<file path="config.mk">
export PLATFORM = sky130hd
export DESIGN_NAME = dpl_ref_ctrl
export DESIGN_NICKNAME = d
export VERILOG_FILES = /design/src/rtl/dpl_pkg.sv /design/src/rtl/dpl_ref_ctrl.sv
export SDC_FILE = /design/constraint.sdc
export NUM_CORES = 2
export LEC_CHECK = 0
export BUFFER_PORTS_ARGS = -buffer_cell sky130_fd_sc_hd__buf_2
export CAP_MARGIN = 20
export CORE_MARGIN = 2
export CORE_UTILIZATION = 42
export CTS_BUF_LIST = sky130_fd_sc_hd__clkbuf_2
export DETAILED_ROUTE_END_ITERATION = 16
export SLEW_MARGIN = 20
export SYNTH_ARGS = -nofsm -noshare
export SYNTH_HDL_FRONTEND = slang
export SYNTH_SLANG_ARGS = --single-unit
</file>
<file path="constraint.sdc">
create_clock -name sys_clk -period 19.15 [get_ports sys_clk]
set_input_delay 3.83 -clock sys_clk [delete_from_list [all_inputs] [get_ports sys_clk]]
set_output_delay 3.83 -clock sys_clk [all_outputs]
set_load 0.02 [all_outputs]
</file>
<file path="src/rtl/dpl_pkg.sv">
// Shared constants of the digital PLL reference and state control block.
// Assumes a 32-bit AXI4-Lite register map, one word per register.
package dpl_pkg;
  // ****************
  // Register map
  // ****************
  localparam logic [7:0] OFF_CTRL = 8'h00;
  localparam logic [7:0] OFF_DIV = 8'h04;
  localparam logic [7:0] OFF_PRIO = 8'h08;
  localparam logic [7:0] OFF_NGAIN = 8'h0C;
  localparam logic [7:0] OFF_AGAIN = 8'h10;
  localparam logic [7:0] OFF_POFFS = 8'h14;
  localparam logic [7:0] OFF_WFREQ = 8'h18;
  localparam logic [7:0] OFF_LOCK = 8'h1C;
  localparam logic [7:0] OFF_AWHOLE = 8'h20;
  localparam logic [7:0] OFF_AFRAC = 8'h24;
  localparam logic [7:0] OFF_SLOPE = 8'h28;
  localparam logic [7:0] OFF_STAT = 8'h2C;
  localparam logic [7:0] OFF_FREQ = 8'h30;
  // ****************
  // Fields
  // ****************
  localparam int CTRL_AUTO = 0;
  localparam int CTRL_MSEL = 1;
  localparam int CTRL_REV = 2;
  localparam int CTRL_HITLESS = 3;
  localparam int CTRL_OVR = 4;
  localparam int CTRL_FAILHOLD = 6;
  localparam int CTRL_DIFF = 7;
  localparam int CTRL_SYNTH = 8;
  localparam int PRIO_W = 4;
  localparam int GAIN_MULT = 0;
  localparam int GAIN_SHIFT = 8;
  localparam int GAIN_DMULT = 16;
  localparam int GAIN_DSHIFT = 24;
  localparam int LOCK_THR = 0;
  localparam int LOCK_TMR = 16;
  localparam int STAT_LOL = 16;
  localparam int STAT_LOL_LANE = 2;
  localparam logic [1:0] OVR_AUTO = 2'h0;
  localparam logic [1:0] OVR_FREE = 2'h1;
  localparam logic [1:0] OVR_HOLD = 2'h2;
  localparam logic [1:0] OVR_WFREQ = 2'h3;
  // ****************
  // Reset values and bus response codes
  // ****************
  localparam logic [31:0] CTRL_RST = 32'h0000_0045;
  localparam logic [31:0] DIV_RST = 32'h0000_0101;
  localparam logic [31:0] PRIO_RST = 32'h0000_0000;
  localparam logic [31:0] NGAIN_RST = 32'h0801_0401;
  localparam logic [31:0] AGAIN_RST = 32'h0601_0201;
  localparam logic [31:0] LOCK_RST = 32'h0100_0010;
  localparam logic [31:0] AWHOLE_RST = 32'h0000_00C8;
  localparam logic [31:0] SLOPE_RST = 32'h0000_FFFF;
  localparam logic [1:0] RESP_OKAY = 2'h0;
  localparam logic [1:0] RESP_SLVERR = 2'h2;
  // ****************
  // Datapath and timing
  // ****************
  localparam int FREQ_W = 28;
  localparam int FREQ_LSB_EXP = 40;
  localparam longint INT_LIMIT_PPM = 244;
  localparam logic signed [28:0] INT_LIMIT = 29'((INT_LIMIT_PPM * (64'h1 << FREQ_LSB_EXP)) / 1000000);
  localparam int SDM_FRAC_W = 27;
  localparam int SDM_SCALE_SHIFT = FREQ_LSB_EXP - SDM_FRAC_W;
  localparam longint CLK_HZ = 10000000;
  localparam longint TDC_MAX_HZ = 33000000;
  typedef enum logic [5:0] {
    ST_FREE = 6'h01,
    ST_ACQ = 6'h02,
    ST_NORM = 6'h04,
    ST_HOLD = 6'h08,
    ST_HITLESS = 6'h10,
    ST_WFREQ = 6'h20
  } dpl_state_t;
endpackage

</file>
<file path="src/rtl/dpl_ref_ctrl.sv">
// Reference divide, selection, loop filter, lock detect and state control of a digital PLL.
// Assumes reference pins and monitor statuses are asynchronous; phase samples arrive on sys_clk.
`timescale 1ns/1ps
`default_nettype none
module dpl_ref_ctrl #(
  parameter int DIV_W = 8
) (
  input wire logic sys_clk,
  input wire logic rst,
  input wire logic [7:0] s_axi_awaddr,
  input wire logic s_axi_awvalid,
  output logic s_axi_awready,
  input wire logic [31:0] s_axi_wdata,
  input wire logic [3:0] s_axi_wstrb,
  input wire logic s_axi_wvalid,
  output logic s_axi_wready,
  output logic [1:0] s_axi_bresp,
  output logic s_axi_bvalid,
  input wire logic s_axi_bready,
  input wire logic [7:0] s_axi_araddr,
  input wire logic s_axi_arvalid,
  output logic s_axi_arready,
  output logic [31:0] s_axi_rdata,
  output logic [1:0] s_axi_rresp,
  output logic s_axi_rvalid,
  input wire logic s_axi_rready,
  input wire logic refInputPositive,
  input wire logic refInputNegative,
  input wire logic [1:0] refQualOk,
  input wire logic startupDone,
  input wire logic [15:0] tdcPhase,
  input wire logic tdcPhaseValid,
  output logic [1:0] dividedRef,
  output logic lockPin,
  output logic [5:0] dpllState,
  output logic selectedRef,
  output logic [28:0] freqOffset,
  output logic [8:0] analogLoopRatio
);
  // ****************
  // Parameter check
  // ****************
  if (DIV_W < 2 || DIV_W > 16) begin : badDivW
    $error("DIV_W must be between 2 and 16");
  end

  typedef struct packed {
    logic awrdy;
    logic wrdy;
    logic bval;
    logic [1:0] bresp;
    logic [7:0] awAddr;
    logic [31:0] wData;
    logic [3:0] wStrb;
    logic awHeld;
    logic wHeld;
    logic arrdy;
    logic rval;
    logic [1:0] rresp;
    logic [31:0] rdata;
    logic [31:0] ctrl;
    logic [31:0] div;
    logic [31:0] prio;
    logic [31:0] ngain;
    logic [31:0] again;
    logic [31:0] poffs;
    logic [31:0] wfreq;
    logic [31:0] lockCfg;
    logic [31:0] awhole;
    logic [31:0] afrac;
    logic [31:0] slope;
    logic [1:0] ref1;
    logic [1:0] ref2;
    logic [1:0] refPrev;
    logic [1:0] qual1;
    logic [1:0] qual2;
    logic start1;
    logic start2;
    logic [1:0][DIV_W-1:0] divCnt;
    logic [1:0] divOut;
    dpl_pkg::dpl_state_t st;
    logic sel;
    logic lock;
    logic lol;
    logic [15:0] lockCnt;
    logic [16:0] hitOffs;
    logic [28:0] integ;
    logic [28:0] freq;
    logic [26:0] sdAcc;
    logic [8:0] ratio;
  } dpl_regs_t;

  dpl_regs_t q;
  dpl_regs_t d;

  // ****************
  // Helpers
  // ****************
  function automatic logic [31:0] mergeBytes(input logic [31:0] old, input logic [31:0] nw, input logic [3:0] strb);
    logic [31:0] r;
    r = old;
    for (int i = 0; i < 4; i++) begin
      if (strb[i]) begin
        r[8*i +: 8] = nw[8*i +: 8];
      end
    end
    return r;
  endfunction

  function automatic logic signed [28:0] scaleGain(input logic signed [16:0] ph, input logic [7:0] m,
                                                   input logic [4:0] sh);
    logic signed [25:0] p;
    logic signed [25:0] s;
    p = ph * $signed({1'b0, m});
    s = p >>> sh;
    return {{3{s[25]}}, s};
  endfunction

  function automatic logic signed [28:0] clampSym(input logic signed [29:0] v, input logic signed [28:0] lim);
    logic signed [29:0] limX;
    limX = {lim[28], lim};
    if (v > limX) begin
      return lim;
    end else if (v < -limX) begin
      return -lim;
    end
    return v[28:0];
  endfunction

  // ****************
  // Next state
  // ****************
  logic [1:0] qualV;
  logic bestRef;
  logic selN;
  logic refSwitch;
  logic selQual;
  logic lolClr;
  logic lockFell;
  logic hitlessEn;
  logic synthMode;
  logic [1:0] ovr;
  logic [31:0] gain;
  logic signed [16:0] phE;
  logic signed [28:0] prop;
  logic signed [28:0] dmp;
  logic signed [28:0] slopeLim;
  logic signed [28:0] wfExt;
  logic [15:0] absPh;
  logic signed [38:0] adjP;
  logic signed [29:0] tot;
  logic [26:0] step;
  logic [27:0] sdSum;
  logic [DIV_W-1:0] divN;

  always_comb begin
    d = q;
    lolClr = 1'b0;
    hitlessEn = q.ctrl[dpl_pkg::CTRL_HITLESS];
    synthMode = q.ctrl[dpl_pkg::CTRL_SYNTH];
    ovr = q.ctrl[dpl_pkg::CTRL_OVR +: 2];
    wfExt = {q.wfreq[dpl_pkg::FREQ_W-1], q.wfreq[dpl_pkg::FREQ_W-1:0]};
    // Write channel: address and data taken in either order
    if (q.awrdy && s_axi_awvalid) begin
      d.awAddr = s_axi_awaddr;
      d.awHeld = 1'b1;
      d.awrdy = 1'b0;
    end
    if (q.wrdy && s_axi_wvalid) begin
      d.wData = s_axi_wdata;
      d.wStrb = s_axi_wstrb;
      d.wHeld = 1'b1;
      d.wrdy = 1'b0;
    end
    if (q.awHeld && q.wHeld && !q.bval) begin
      d.bval = 1'b1;
      d.bresp = dpl_pkg::RESP_OKAY;
      d.awHeld = 1'b0;
      d.wHeld = 1'b0;
      case (q.awAddr)
        dpl_pkg::OFF_CTRL: d.ctrl = mergeBytes(q.ctrl, q.wData, q.wStrb);
        dpl_pkg::OFF_DIV: d.div = mergeBytes(q.div, q.wData, q.wStrb);
        dpl_pkg::OFF_PRIO: d.prio = mergeBytes(q.prio, q.wData, q.wStrb);
        dpl_pkg::OFF_NGAIN: d.ngain = mergeBytes(q.ngain, q.wData, q.wStrb);
        dpl_pkg::OFF_AGAIN: d.again = mergeBytes(q.again, q.wData, q.wStrb);
        dpl_pkg::OFF_POFFS: d.poffs = mergeBytes(q.poffs, q.wData, q.wStrb);
        dpl_pkg::OFF_WFREQ: d.wfreq = mergeBytes(q.wfreq, q.wData, q.wStrb);
        dpl_pkg::OFF_LOCK: d.lockCfg = mergeBytes(q.lockCfg, q.wData, q.wStrb);
        dpl_pkg::OFF_AWHOLE: d.awhole = mergeBytes(q.awhole, q.wData, q.wStrb);
        dpl_pkg::OFF_AFRAC: d.afrac = mergeBytes(q.afrac, q.wData, q.wStrb);
        dpl_pkg::OFF_SLOPE: d.slope = mergeBytes(q.slope, q.wData, q.wStrb);
        dpl_pkg::OFF_STAT: lolClr = q.wStrb[dpl_pkg::STAT_LOL_LANE] && q.wData[dpl_pkg::STAT_LOL];
        dpl_pkg::OFF_FREQ: d.bresp = dpl_pkg::RESP_OKAY;
        default: d.bresp = dpl_pkg::RESP_SLVERR;
      endcase
    end
    if (q.bval && s_axi_bready) begin
      d.bval = 1'b0;
      d.awrdy = 1'b1;
      d.wrdy = 1'b1;
    end
    // Read channel
    if (q.arrdy && s_axi_arvalid) begin
      d.arrdy = 1'b0;
      d.rval = 1'b1;
      d.rresp = dpl_pkg::RESP_OKAY;
      case (s_axi_araddr)
        dpl_pkg::OFF_CTRL: d.rdata = q.ctrl;
        dpl_pkg::OFF_DIV: d.rdata = q.div;
        dpl_pkg::OFF_PRIO: d.rdata = q.prio;
        dpl_pkg::OFF_NGAIN: d.rdata = q.ngain;
        dpl_pkg::OFF_AGAIN: d.rdata = q.again;
        dpl_pkg::OFF_POFFS: d.rdata = q.poffs;
        dpl_pkg::OFF_WFREQ: d.rdata = q.wfreq;
        dpl_pkg::OFF_LOCK: d.rdata = q.lockCfg;
        dpl_pkg::OFF_AWHOLE: d.rdata = q.awhole;
        dpl_pkg::OFF_AFRAC: d.rdata = q.afrac;
        dpl_pkg::OFF_SLOPE: d.rdata = q.slope;
        dpl_pkg::OFF_STAT: d.rdata = {15'h0000, q.lol, 4'h0, q.qual2, q.sel, q.lock, 2'h0, q.st};
        dpl_pkg::OFF_FREQ: d.rdata = {{3{q.freq[28]}}, q.freq};
        default: begin
          d.rdata = 32'h0000_0000;
          d.rresp = dpl_pkg::RESP_SLVERR;
        end
      endcase
    end
    if (q.rval && s_axi_rready) begin
      d.rval = 1'b0;
      d.arrdy = 1'b1;
    end

    // ****************
    // Synchronisers and input dividers
    // ****************
    d.ref1 = {refInputNegative, refInputPositive};
    d.ref2 = q.ref1;
    d.refPrev = q.ref2;
    d.qual1 = refQualOk;
    d.qual2 = q.qual1;
    d.start1 = startupDone;
    d.start2 = q.start1;
    for (int i = 0; i < 2; i++) begin
      // Counting both edges makes the half period N input half periods, so any N keeps 50/50
      divN = q.div[DIV_W*i +: DIV_W];
      if (q.ref2[i] != q.refPrev[i]) begin
        if (q.divCnt[i] + 1'b1 >= divN) begin
          d.divCnt[i] = '0;
          d.divOut[i] = !q.divOut[i];
        end else begin
          d.divCnt[i] = q.divCnt[i] + 1'b1;
        end
      end
    end

    // ****************
    // Reference selection
    // ****************
    qualV[0] = q.qual2[0];
    qualV[1] = q.qual2[1] && !q.ctrl[dpl_pkg::CTRL_DIFF];
    bestRef = qualV[1] && (!qualV[0] ||
              q.prio[dpl_pkg::PRIO_W +: dpl_pkg::PRIO_W] < q.prio[0 +: dpl_pkg::PRIO_W]);
    if (!q.ctrl[dpl_pkg::CTRL_AUTO]) begin
      selN = q.ctrl[dpl_pkg::CTRL_MSEL] && !q.ctrl[dpl_pkg::CTRL_DIFF];
    end else if (!q.ctrl[dpl_pkg::CTRL_REV] && qualV[q.sel]) begin
      selN = q.sel;
    end else if (qualV != 2'h0) begin
      selN = bestRef;
    end else begin
      selN = q.sel;
    end
    d.sel = selN;
    refSwitch = selN != q.sel;
    selQual = qualV[selN];

    // ****************
    // State machine
    // ****************
    if (!q.start2 || synthMode) begin
      d.st = dpl_pkg::ST_FREE;
    end else if (ovr == dpl_pkg::OVR_FREE) begin
      d.st = dpl_pkg::ST_FREE;
    end else if (ovr == dpl_pkg::OVR_HOLD) begin
      d.st = dpl_pkg::ST_HOLD;
    end else if (ovr == dpl_pkg::OVR_WFREQ) begin
      d.st = dpl_pkg::ST_WFREQ;
    end else begin
      case (q.st)
        dpl_pkg::ST_FREE, dpl_pkg::ST_WFREQ: begin
          d.st = selQual ? dpl_pkg::ST_ACQ : dpl_pkg::ST_FREE;
        end
        dpl_pkg::ST_ACQ: begin
          if (!selQual) begin
            d.st = q.ctrl[dpl_pkg::CTRL_FAILHOLD] ? dpl_pkg::ST_HOLD : dpl_pkg::ST_FREE;
          end else if (refSwitch && hitlessEn) begin
            d.st = dpl_pkg::ST_HITLESS;
          end else if (q.lock) begin
            d.st = dpl_pkg::ST_NORM;
          end
        end
        dpl_pkg::ST_NORM: begin
          if (!selQual || refSwitch) begin
            d.st = dpl_pkg::ST_HOLD;
          end
        end
        dpl_pkg::ST_HOLD: begin
          if (selQual) begin
            d.st = hitlessEn ? dpl_pkg::ST_HITLESS : dpl_pkg::ST_ACQ;
          end
        end
        dpl_pkg::ST_HITLESS: begin
          if (!selQual) begin
            d.st = dpl_pkg::ST_HOLD;
          end else if (tdcPhaseValid) begin
            d.st = dpl_pkg::ST_ACQ;
          end
        end
        default: d.st = dpl_pkg::ST_FREE;
      endcase
    end

    // ****************
    // Hitless offset and loop filter
    // ****************
    if (!hitlessEn) begin
      d.hitOffs = 17'h00000;
    end else if (q.st == dpl_pkg::ST_HITLESS && tdcPhaseValid && selQual) begin
      d.hitOffs = {tdcPhase[15], tdcPhase};
    end
    if (hitlessEn) begin
      phE = $signed({tdcPhase[15], tdcPhase}) - $signed(q.hitOffs);
    end else begin
      phE = $signed({tdcPhase[15], tdcPhase}) + $signed({q.poffs[15], q.poffs[15:0]});
    end
    gain = (q.st == dpl_pkg::ST_NORM) ? q.ngain : q.again;
    prop = scaleGain(phE, gain[dpl_pkg::GAIN_MULT +: 8], gain[dpl_pkg::GAIN_SHIFT +: 5]);
    dmp = scaleGain(phE, gain[dpl_pkg::GAIN_DMULT +: 8], gain[dpl_pkg::GAIN_DSHIFT +: 5]);
    slopeLim = $signed({13'h0000, q.slope[15:0]});
    if (!hitlessEn) begin
      prop = clampSym({prop[28], prop}, slopeLim);
    end
    case (q.st)
      dpl_pkg::ST_ACQ, dpl_pkg::ST_NORM: begin
        if (tdcPhaseValid) begin
          d.integ = clampSym(30'($signed(q.integ)) + 30'(dmp), dpl_pkg::INT_LIMIT);
          d.freq = clampSym(30'($signed(d.integ)) + 30'(prop), dpl_pkg::INT_LIMIT);
        end
      end
      dpl_pkg::ST_HOLD, dpl_pkg::ST_HITLESS: begin
        d.freq = q.integ;
      end
      dpl_pkg::ST_WFREQ: begin
        d.integ = wfExt;
        d.freq = wfExt;
      end
      default: begin
        d.integ = 29'h0000_0000;
        d.freq = synthMode ? wfExt : 29'h0000_0000;
      end
    endcase

    // ****************
    // Lock detector
    // ****************
    absPh = phE[16] ? 16'(-phE) : phE[15:0];
    if (q.st != dpl_pkg::ST_ACQ && q.st != dpl_pkg::ST_NORM) begin
      d.lock = 1'b0;
      d.lockCnt = 16'h0000;
    end else if (tdcPhaseValid) begin
      if (absPh <= q.lockCfg[dpl_pkg::LOCK_THR +: 16]) begin
        if (q.lockCnt >= q.lockCfg[dpl_pkg::LOCK_TMR +: 16]) begin
          d.lock = 1'b1;
        end else begin
          d.lockCnt = q.lockCnt + 16'h0001;
        end
      end else begin
        d.lock = 1'b0;
        d.lockCnt = 16'h0000;
      end
    end
    lockFell = q.lock && !d.lock;
    d.lol = (q.lol && !lolClr) || lockFell;

    // ****************
    // Feedback sigma-delta
    // ****************
    // First order only; the divider tolerates one analog cycle of error
    adjP = $signed(q.freq) * $signed({1'b0, q.awhole[8:0]});
    tot = $signed({3'h0, q.afrac[26:0]}) + $signed({{4{adjP[38]}}, adjP[38:dpl_pkg::SDM_SCALE_SHIFT]});
    if (tot[29]) begin
      step = 27'h000_0000;
    end else if (tot[28:27] != 2'h0) begin
      step = 27'h7FF_FFFF;
    end else begin
      step = tot[26:0];
    end
    sdSum = {1'b0, q.sdAcc} + {1'b0, step};
    d.sdAcc = sdSum[26:0];
    d.ratio = q.awhole[8:0] + {8'h00, sdSum[27]};

    if (rst) begin
      d = '0;
      d.awrdy = 1'b1;
      d.wrdy = 1'b1;
      d.arrdy = 1'b1;
      d.ctrl = dpl_pkg::CTRL_RST;
      d.div = dpl_pkg::DIV_RST;
      d.prio = dpl_pkg::PRIO_RST;
      d.ngain = dpl_pkg::NGAIN_RST;
      d.again = dpl_pkg::AGAIN_RST;
      d.lockCfg = dpl_pkg::LOCK_RST;
      d.awhole = dpl_pkg::AWHOLE_RST;
      d.slope = dpl_pkg::SLOPE_RST;
      d.st = dpl_pkg::ST_FREE;
    end
  end

  always_ff @(posedge sys_clk) begin
    q <= d;
  end

  assign s_axi_awready = q.awrdy;
  assign s_axi_wready = q.wrdy;
  assign s_axi_bvalid = q.bval;
  assign s_axi_bresp = q.bresp;
  assign s_axi_arready = q.arrdy;
  assign s_axi_rvalid = q.rval;
  assign s_axi_rresp = q.rresp;
  assign s_axi_rdata = q.rdata;
  assign dividedRef = q.divOut;
  assign lockPin = q.lock;
  assign dpllState = q.st;
  assign selectedRef = q.sel;
  assign freqOffset = q.freq;
  assign analogLoopRatio = q.ratio;
endmodule
`default_nettype wire

</file>
# Word level (Yosys, flattened, before mapping)
# Cells that the tools add are included.
# classes
n_addsub,13
n_mul,3
n_lt_le_gt_ge,13
n_eq_ne,52
shift,2
muxes,65
bitwise,2
n_reduce_logical,100
# ops
op,n
case mux 32 bit (13 select lines),1
two-way mux 29 bit,14
case mux 29 bit (3 select lines),2
AND reduction 3 bit,44
"== test 8 x 6 -> 1 bit, second input constant",10
"== test 8 x 5 -> 1 bit, second input constant",8
"> comparator 30 x 29 -> 1 bit, second input constant",2
"< comparator 30 x 29 -> 1 bit, second input constant",2
two-way mux 58 bit,1
two-way mux 27 bit,2
multiplier 17 x 9 -> 26 bit,2
>>> shifter 26 x 5 -> 26 bit,2
two-way mux 16 bit,3
two-way mux 6 bit,8
multiplier 29 x 10 -> 39 bit,1
"== test 8 x 4 -> 1 bit, second input constant",4
adder 29 x 26 -> 30 bit,1
adder 29 x 29 -> 30 bit,1
< comparator 26 x 30 -> 1 bit,1
negator 16 -> 30 bit,1
case mux 6 bit (5 select lines),1
adder 28 x 26 -> 29 bit,1
negator 16 -> 29 bit,1
adder 27 x 27 -> 28 bit,1
other kinds (48),136
# word_totals
register_bits,604
inputBits,81
out_inout_bits,89
wordCells,330

# Depth between registers and ports, before layout
# logic_depth
depth_word,22
mapped_depth,73
mapped_depth_nobuf,65

# Worst setup path after synthesis
# Ideal clock, no wire load.
# synth_timing
path_kind,input -> register
from,input tdcPhase[0]
to,"register q, in the netlist freqOffset[19]"
setup_time_ns,0.086
arrival_time_ns,17.514
required_time_ns,19.064
slack_ns,1.551
stages,59
path_buffers,6
cell_sequence,inv_1 ha_1 fa_1 nor2b_1 o31a_1 or4_1 a31oi_1 o21bai_1 a21oi_1 xnor2_1 nand2_1 fa_1 inv_1 fa_1 fa_1 inv_1 fa_1 inv_1 [... 23 more ...] buf_2 buf_1 a21oi_1 ha_1 buf_2 and3_1 and3_1 a32o_1 o2111a_1 mux2_2 a211oi_1 nor3_1 nand4_1 a2bb2oi_1 clkbuf_1 buf_2 o211ai_1 a211oi_1
# synth_via
elab_chain_cells,22
elab_cells_between_ends,37
cone_classes,4 x add/sub; 2 x mul; 6 x order compare; 2 x shift; 23 x mux
# synth_lines
element,line,rtl
from (decl),dpl_ref_ctrl.sv:31,"input wire logic [15:0] tdcPhase,"
adder 16 x 16 -> 17 bit or subtractor 16 x 16 -> 17 bit (tied branches),"dpl_ref_ctrl.sv:332, dpl_ref_ctrl.sv:330",
two-way mux 17 bit *,dpl_ref_ctrl.sv:329,if (hitlessEn) begin
multiplier 17 x 9 -> 26 bit,dpl_ref_ctrl.sv:114,"p = ph * $signed({1'b0, m});"
>>> shifter 26 x 5 -> 26 bit,dpl_ref_ctrl.sv:115,s = p >>> sh;
adder 29 x 26 -> 30 bit,dpl_ref_ctrl.sv:344,"d.integ = clampSym(30'($signed(q.integ)) + 30'(dmp), dpl_pkg::INT_LIMIT);"
< comparator 30 x 29 -> 1 bit,dpl_ref_ctrl.sv:124,end else if (v < -limX) begin
two-way mux 1 bit,dpl_ref_ctrl.sv:124,
two-way mux 1 bit,dpl_ref_ctrl.sv:122,if (v > limX) begin
[... 6 more ...],n/a,
< comparator 30 x 29 -> 1 bit,dpl_ref_ctrl.sv:124,
two-way mux 1 bit,dpl_ref_ctrl.sv:124,
two-way mux 1 bit,dpl_ref_ctrl.sv:122,
two-way mux 1 bit,dpl_ref_ctrl.sv:343,if (tdcPhaseValid) begin
two-way mux 1 bit,dpl_ref_ctrl.sv:341,case (q.st)
two-way mux 29 bit *,dpl_ref_ctrl.sv:127,return v[28:0];
two-way mux 58 bit *,dpl_ref_ctrl.sv:343,
case mux 29 bit (3 select lines) *,dpl_ref_ctrl.sv:341,
to (signal assigned),dpl_ref_ctrl.sv:418,q <= d;
to (decl),dpl_ref_ctrl.sv:93,dpl_regs_t q;
# Mark *: on every way between the ends. The rest lies on a longest branch, timed or not. The select of a mux whose other input is x is not followed.
# A chain may end at the register's enable or synchronous reset.

# Final worst setup path
# layout_timing
from,input tdcPhase[0]
to,"register q, in the netlist freqOffset[7]"
# The elaborated chain is that of the path after synthesis.

==> run_results.csv <==
group,metric,value,unit
run_status,status,"completed",
floorplan,start_util,0.423,
cts,clkTransAtPathRegs,120,ps
critical_path,worstSetupPathDepth,55,
final_layout,nets,8539,
placed_design,dp.cells,9320,
timing,relSlewSlack,0.208,
critical_path,r2r_setup_slack,2460,ps
synthesis,synth-edff-count,0,
synthesis,syn_area,59000,um^2
critical_path,reg2reg_from,"q[327]",
route,num_vias,57078,
timing,tns,0,ps
critical_path,end_kind,"register",
timing,hold_viol,0,
grt,grt_pass1_vias,54432,
route,drtIter0Drc,6230,
route,remaining_drc_errors,0,
floorplan,rows,137,
hold_path,holdPathStages,1,
grt,antenna_found_initial,12,
synthesis,ys_seq_elements,602,
timing,rsz0062_at_grt,"false",
critical_path,cp_max_fo,26,
synthesis,synth_top_area_frac,0.204,
critical_path,startpoint,"tdcPhase[0]",
floorplan,core,140000,um^2
final_layout,design_area,62800,um^2
critical_path,critical_path_class,"input pin to register",
critical_path,critPathSlowestCell,"xnor2_1",
placed_design,placed_cell_area,61500,um^2
flow_run,max-cap-violations,0,
cts,cts_sinks,602,
synthesis,yosys_warnings,0,
cts,clkLatencyLatePin,1520,ps
floorplan,die-width,379,um
route,avgRoutedWirePerCell,23.9,um
cts,holdBufCountCts,0,
floorplan,dieArea,144000,um^2
synthesis,synth_flop_cell,"dfxtp_1",
cts,cts_root_buf,"clkbuf_2",
synthesis,synth_area_leader_cell,"dfxtp_1",
route,routed_wl,229000,um
critical_path,r2r_cells,59,
critical_path,cp_num_buf_inv,8,
synthesis,synth-async-reset-ratio,0,
grt,grt_pass1_wl,342000,um
power,vdd_drop_max,0.0434,mV
power,leakagePower,28.0,nW
hold_path,worstHoldPathType,"register to register",
grt,grt.total_usage,0.314,
placed_design,place_congestion,1.00,
timing,drv_slew,0,
critical_path,slowest_delay,950,ps
synthesis,syn_area_per_cell,7.75,um^2
synthesis,ys_seq_area_frac,0.204,
route,antenna_left,0,
final_layout,syn2layout_area_growth,6.44,%
floorplan,io_pins,170,
critical_path,cp.required,20550,ps
route,drt-vias-per-instance,5.95,
route,firstDrtPassIters,8,
timing,period_share,0.924,
synthesis,netlist_instances,7613,
cts,cts_max_path_buffers,3,
critical_path,critPathTopFamily,"compound AO/OA/AOI/OAI gates",
cts,cts_tree,"built",
critical_path,r2r-end,"freqOffset[7]",
placed_design,place_hpwl,173000,um
synthesis,synth_cell_types,101,
critical_path,crit_arrival,19090,ps
synthesis,synth_area_leaders,"dfxtp_1 20%, fa_1 14%, ha_1 9.2%",
cts,post_cts_buffers,0,
timing,setup_viol,0,
floorplan,fp.dieH,379,um
grt,grt_max_degree,162,
timing,finalCriticalPeriod,17690,ps
timing,fin_skew,151,ps
cts,cts_made_buffers,157,
placed_design,port_buffers,167,
timing,worstMarginPinSlew,1180,ps
timing,fmax,56.5,MHz
final_layout,drive_above_1_share,0.0957,
timing,whs,445,ps
final_layout,fin_cells,9585,
power,pwr_density_cell,49.6,nW/um^2
critical_path,setup.worst_path.end,"freqOffset[7]",
cts,cts_resized,0,
grt,grt-ovfl-total,0,
cts,cts_max_level,4,
final_layout,nFillCells,14280,
critical_path,worst_setup_path_start_kind,"input pin",
==> logic make-up after synthesis <==
logic type,synth area share
muxes,0.0206
and+or+nand+nor,0.213
AOI/OAI and AO/OA,0.203
other,0.0000635
DFF,0.204
buffers and inverters,0.0830
adders and majority gates,0.235
xor gates and xnor gates,0.0402
==> sequential cells by signal, summed over array words and instances (netlist names) <==
register	flops
analogLoopRatio	9
dpllState	6
s_axi_rdata	32
s_axi_arready	1
dividedRef	2
s_axi_rresp	1
s_axi_awready	1
ovr	2
s_axi_rvalid	1
s_axi_bvalid	1
hitlessEn	1
selectedRef	1
freqOffset	29
s_axi_bresp	1
s_axi_wready	1
lockPin	1
q	504
divN	8
==> worst min path at each step <==
stage             end  startpoint
3_3_place_gp   q[163]      q[165]
5_1_grt        q[163]      q[165]
3_5_place_dp   q[163]      q[165]
6_report       q[163]      q[165]
4_1_cts        q[163]      q[165]
2_1_floorplan  q[154]      q[155]
==> placed cells by master, fill, tap and decap left out, types with 169 or more instances in the layout <==
| cell type | Yosys | final |
|---|---|---|
| nand2_1 | 970 | 970 |
| a21oi_1 | 703 | 703 |
| inv_1 | 665 | 665 |
| nor2_1 | 650 | 626 |
| dfxtp_1 | 602 | 600 |
| ha_1 | 433 | 433 |
| fa_1 | 422 | 422 |
| nand3_1 | 412 | 411 |
| clkbuf_2 | 1 | 213 |
| buf_4 | 84 | 202 |
| and2_1 | 200 | 195 |
| o21ai_0 | 190 | 190 |
| xnor2_1 | 169 | 169 |
==> layout make-up <==
class | count | area [um^2] | area share
timing repair buffer | 371 | 2400 | 0.0382
multi-input combinational | 5803 | 42200 | 0.672
clock inverter | 48 | 246 | 0.00392
antenna | 4 | 10.0 | 0.000159
clock buffer | 213 | 1070 | 0.0170
sequential | 602 | 12100 | 0.192
tap | 1876 | 2350 | 0.0374
inverter | 668 | 2510 | 0.0399
==> layer usage <==
layer  vias to the layer above  GRT usage  wire, um
met2                      2710      0.480     98700
met5                         -          0        15
li1                      26215          -         -
met4                         4      0.155     12500
met1                     27589      0.421     96000
met3                       560     0.0622     21500
==> cells in the mapped netlist, drive strengths merged (11+ instances only) <==
cell type and n:
a211o 46, or3 36, ha 433, or4 19
nand3b 26, nand4 41, o21bai 23, fa 422
o221ai 14, xnor2 170, a222oi 11, a31oi 68
o22ai 25, a211oi 67, a22o 71, clkbuf 403
nor2b 54, nor2 650, dfxtp 602, nor3b 16
inv 666, and3 65, a221oi 131, xor2 100
a21boi 25, o211ai 53, mux2 26, nand2b 66
mux2i 88, o31ai 17, a21oi 705, o21ai 200
and2 201, buf 138, a21o 115, o21a 61
a22oi 27, nand2 970, a2111oi 31, nor4 30
a311oi 15, or2 16, nand3 412, nor3 118
==> power breakdown <==
group          total [mW]  switching [mW]  internal [mW]
logic               0.939           0.596          0.343
registers            1.29          0.0282           1.26
clock network       0.891           0.582          0.308
total                3.12            1.21           1.91
==> through the flow <==
stage	setup slack, ps	utilization	total power [mW]
2_1_floorplan	1550	-	1.90
3_3_place_gp	332	0.441	2.23
3_5_place_dp	233	0.441	2.23
4_1_cts	1860	0.450	3.11
5_1_grt	586	0.450	3.28
6_report	1460	0.450	3.12
(Power assumes the default switching activity.)
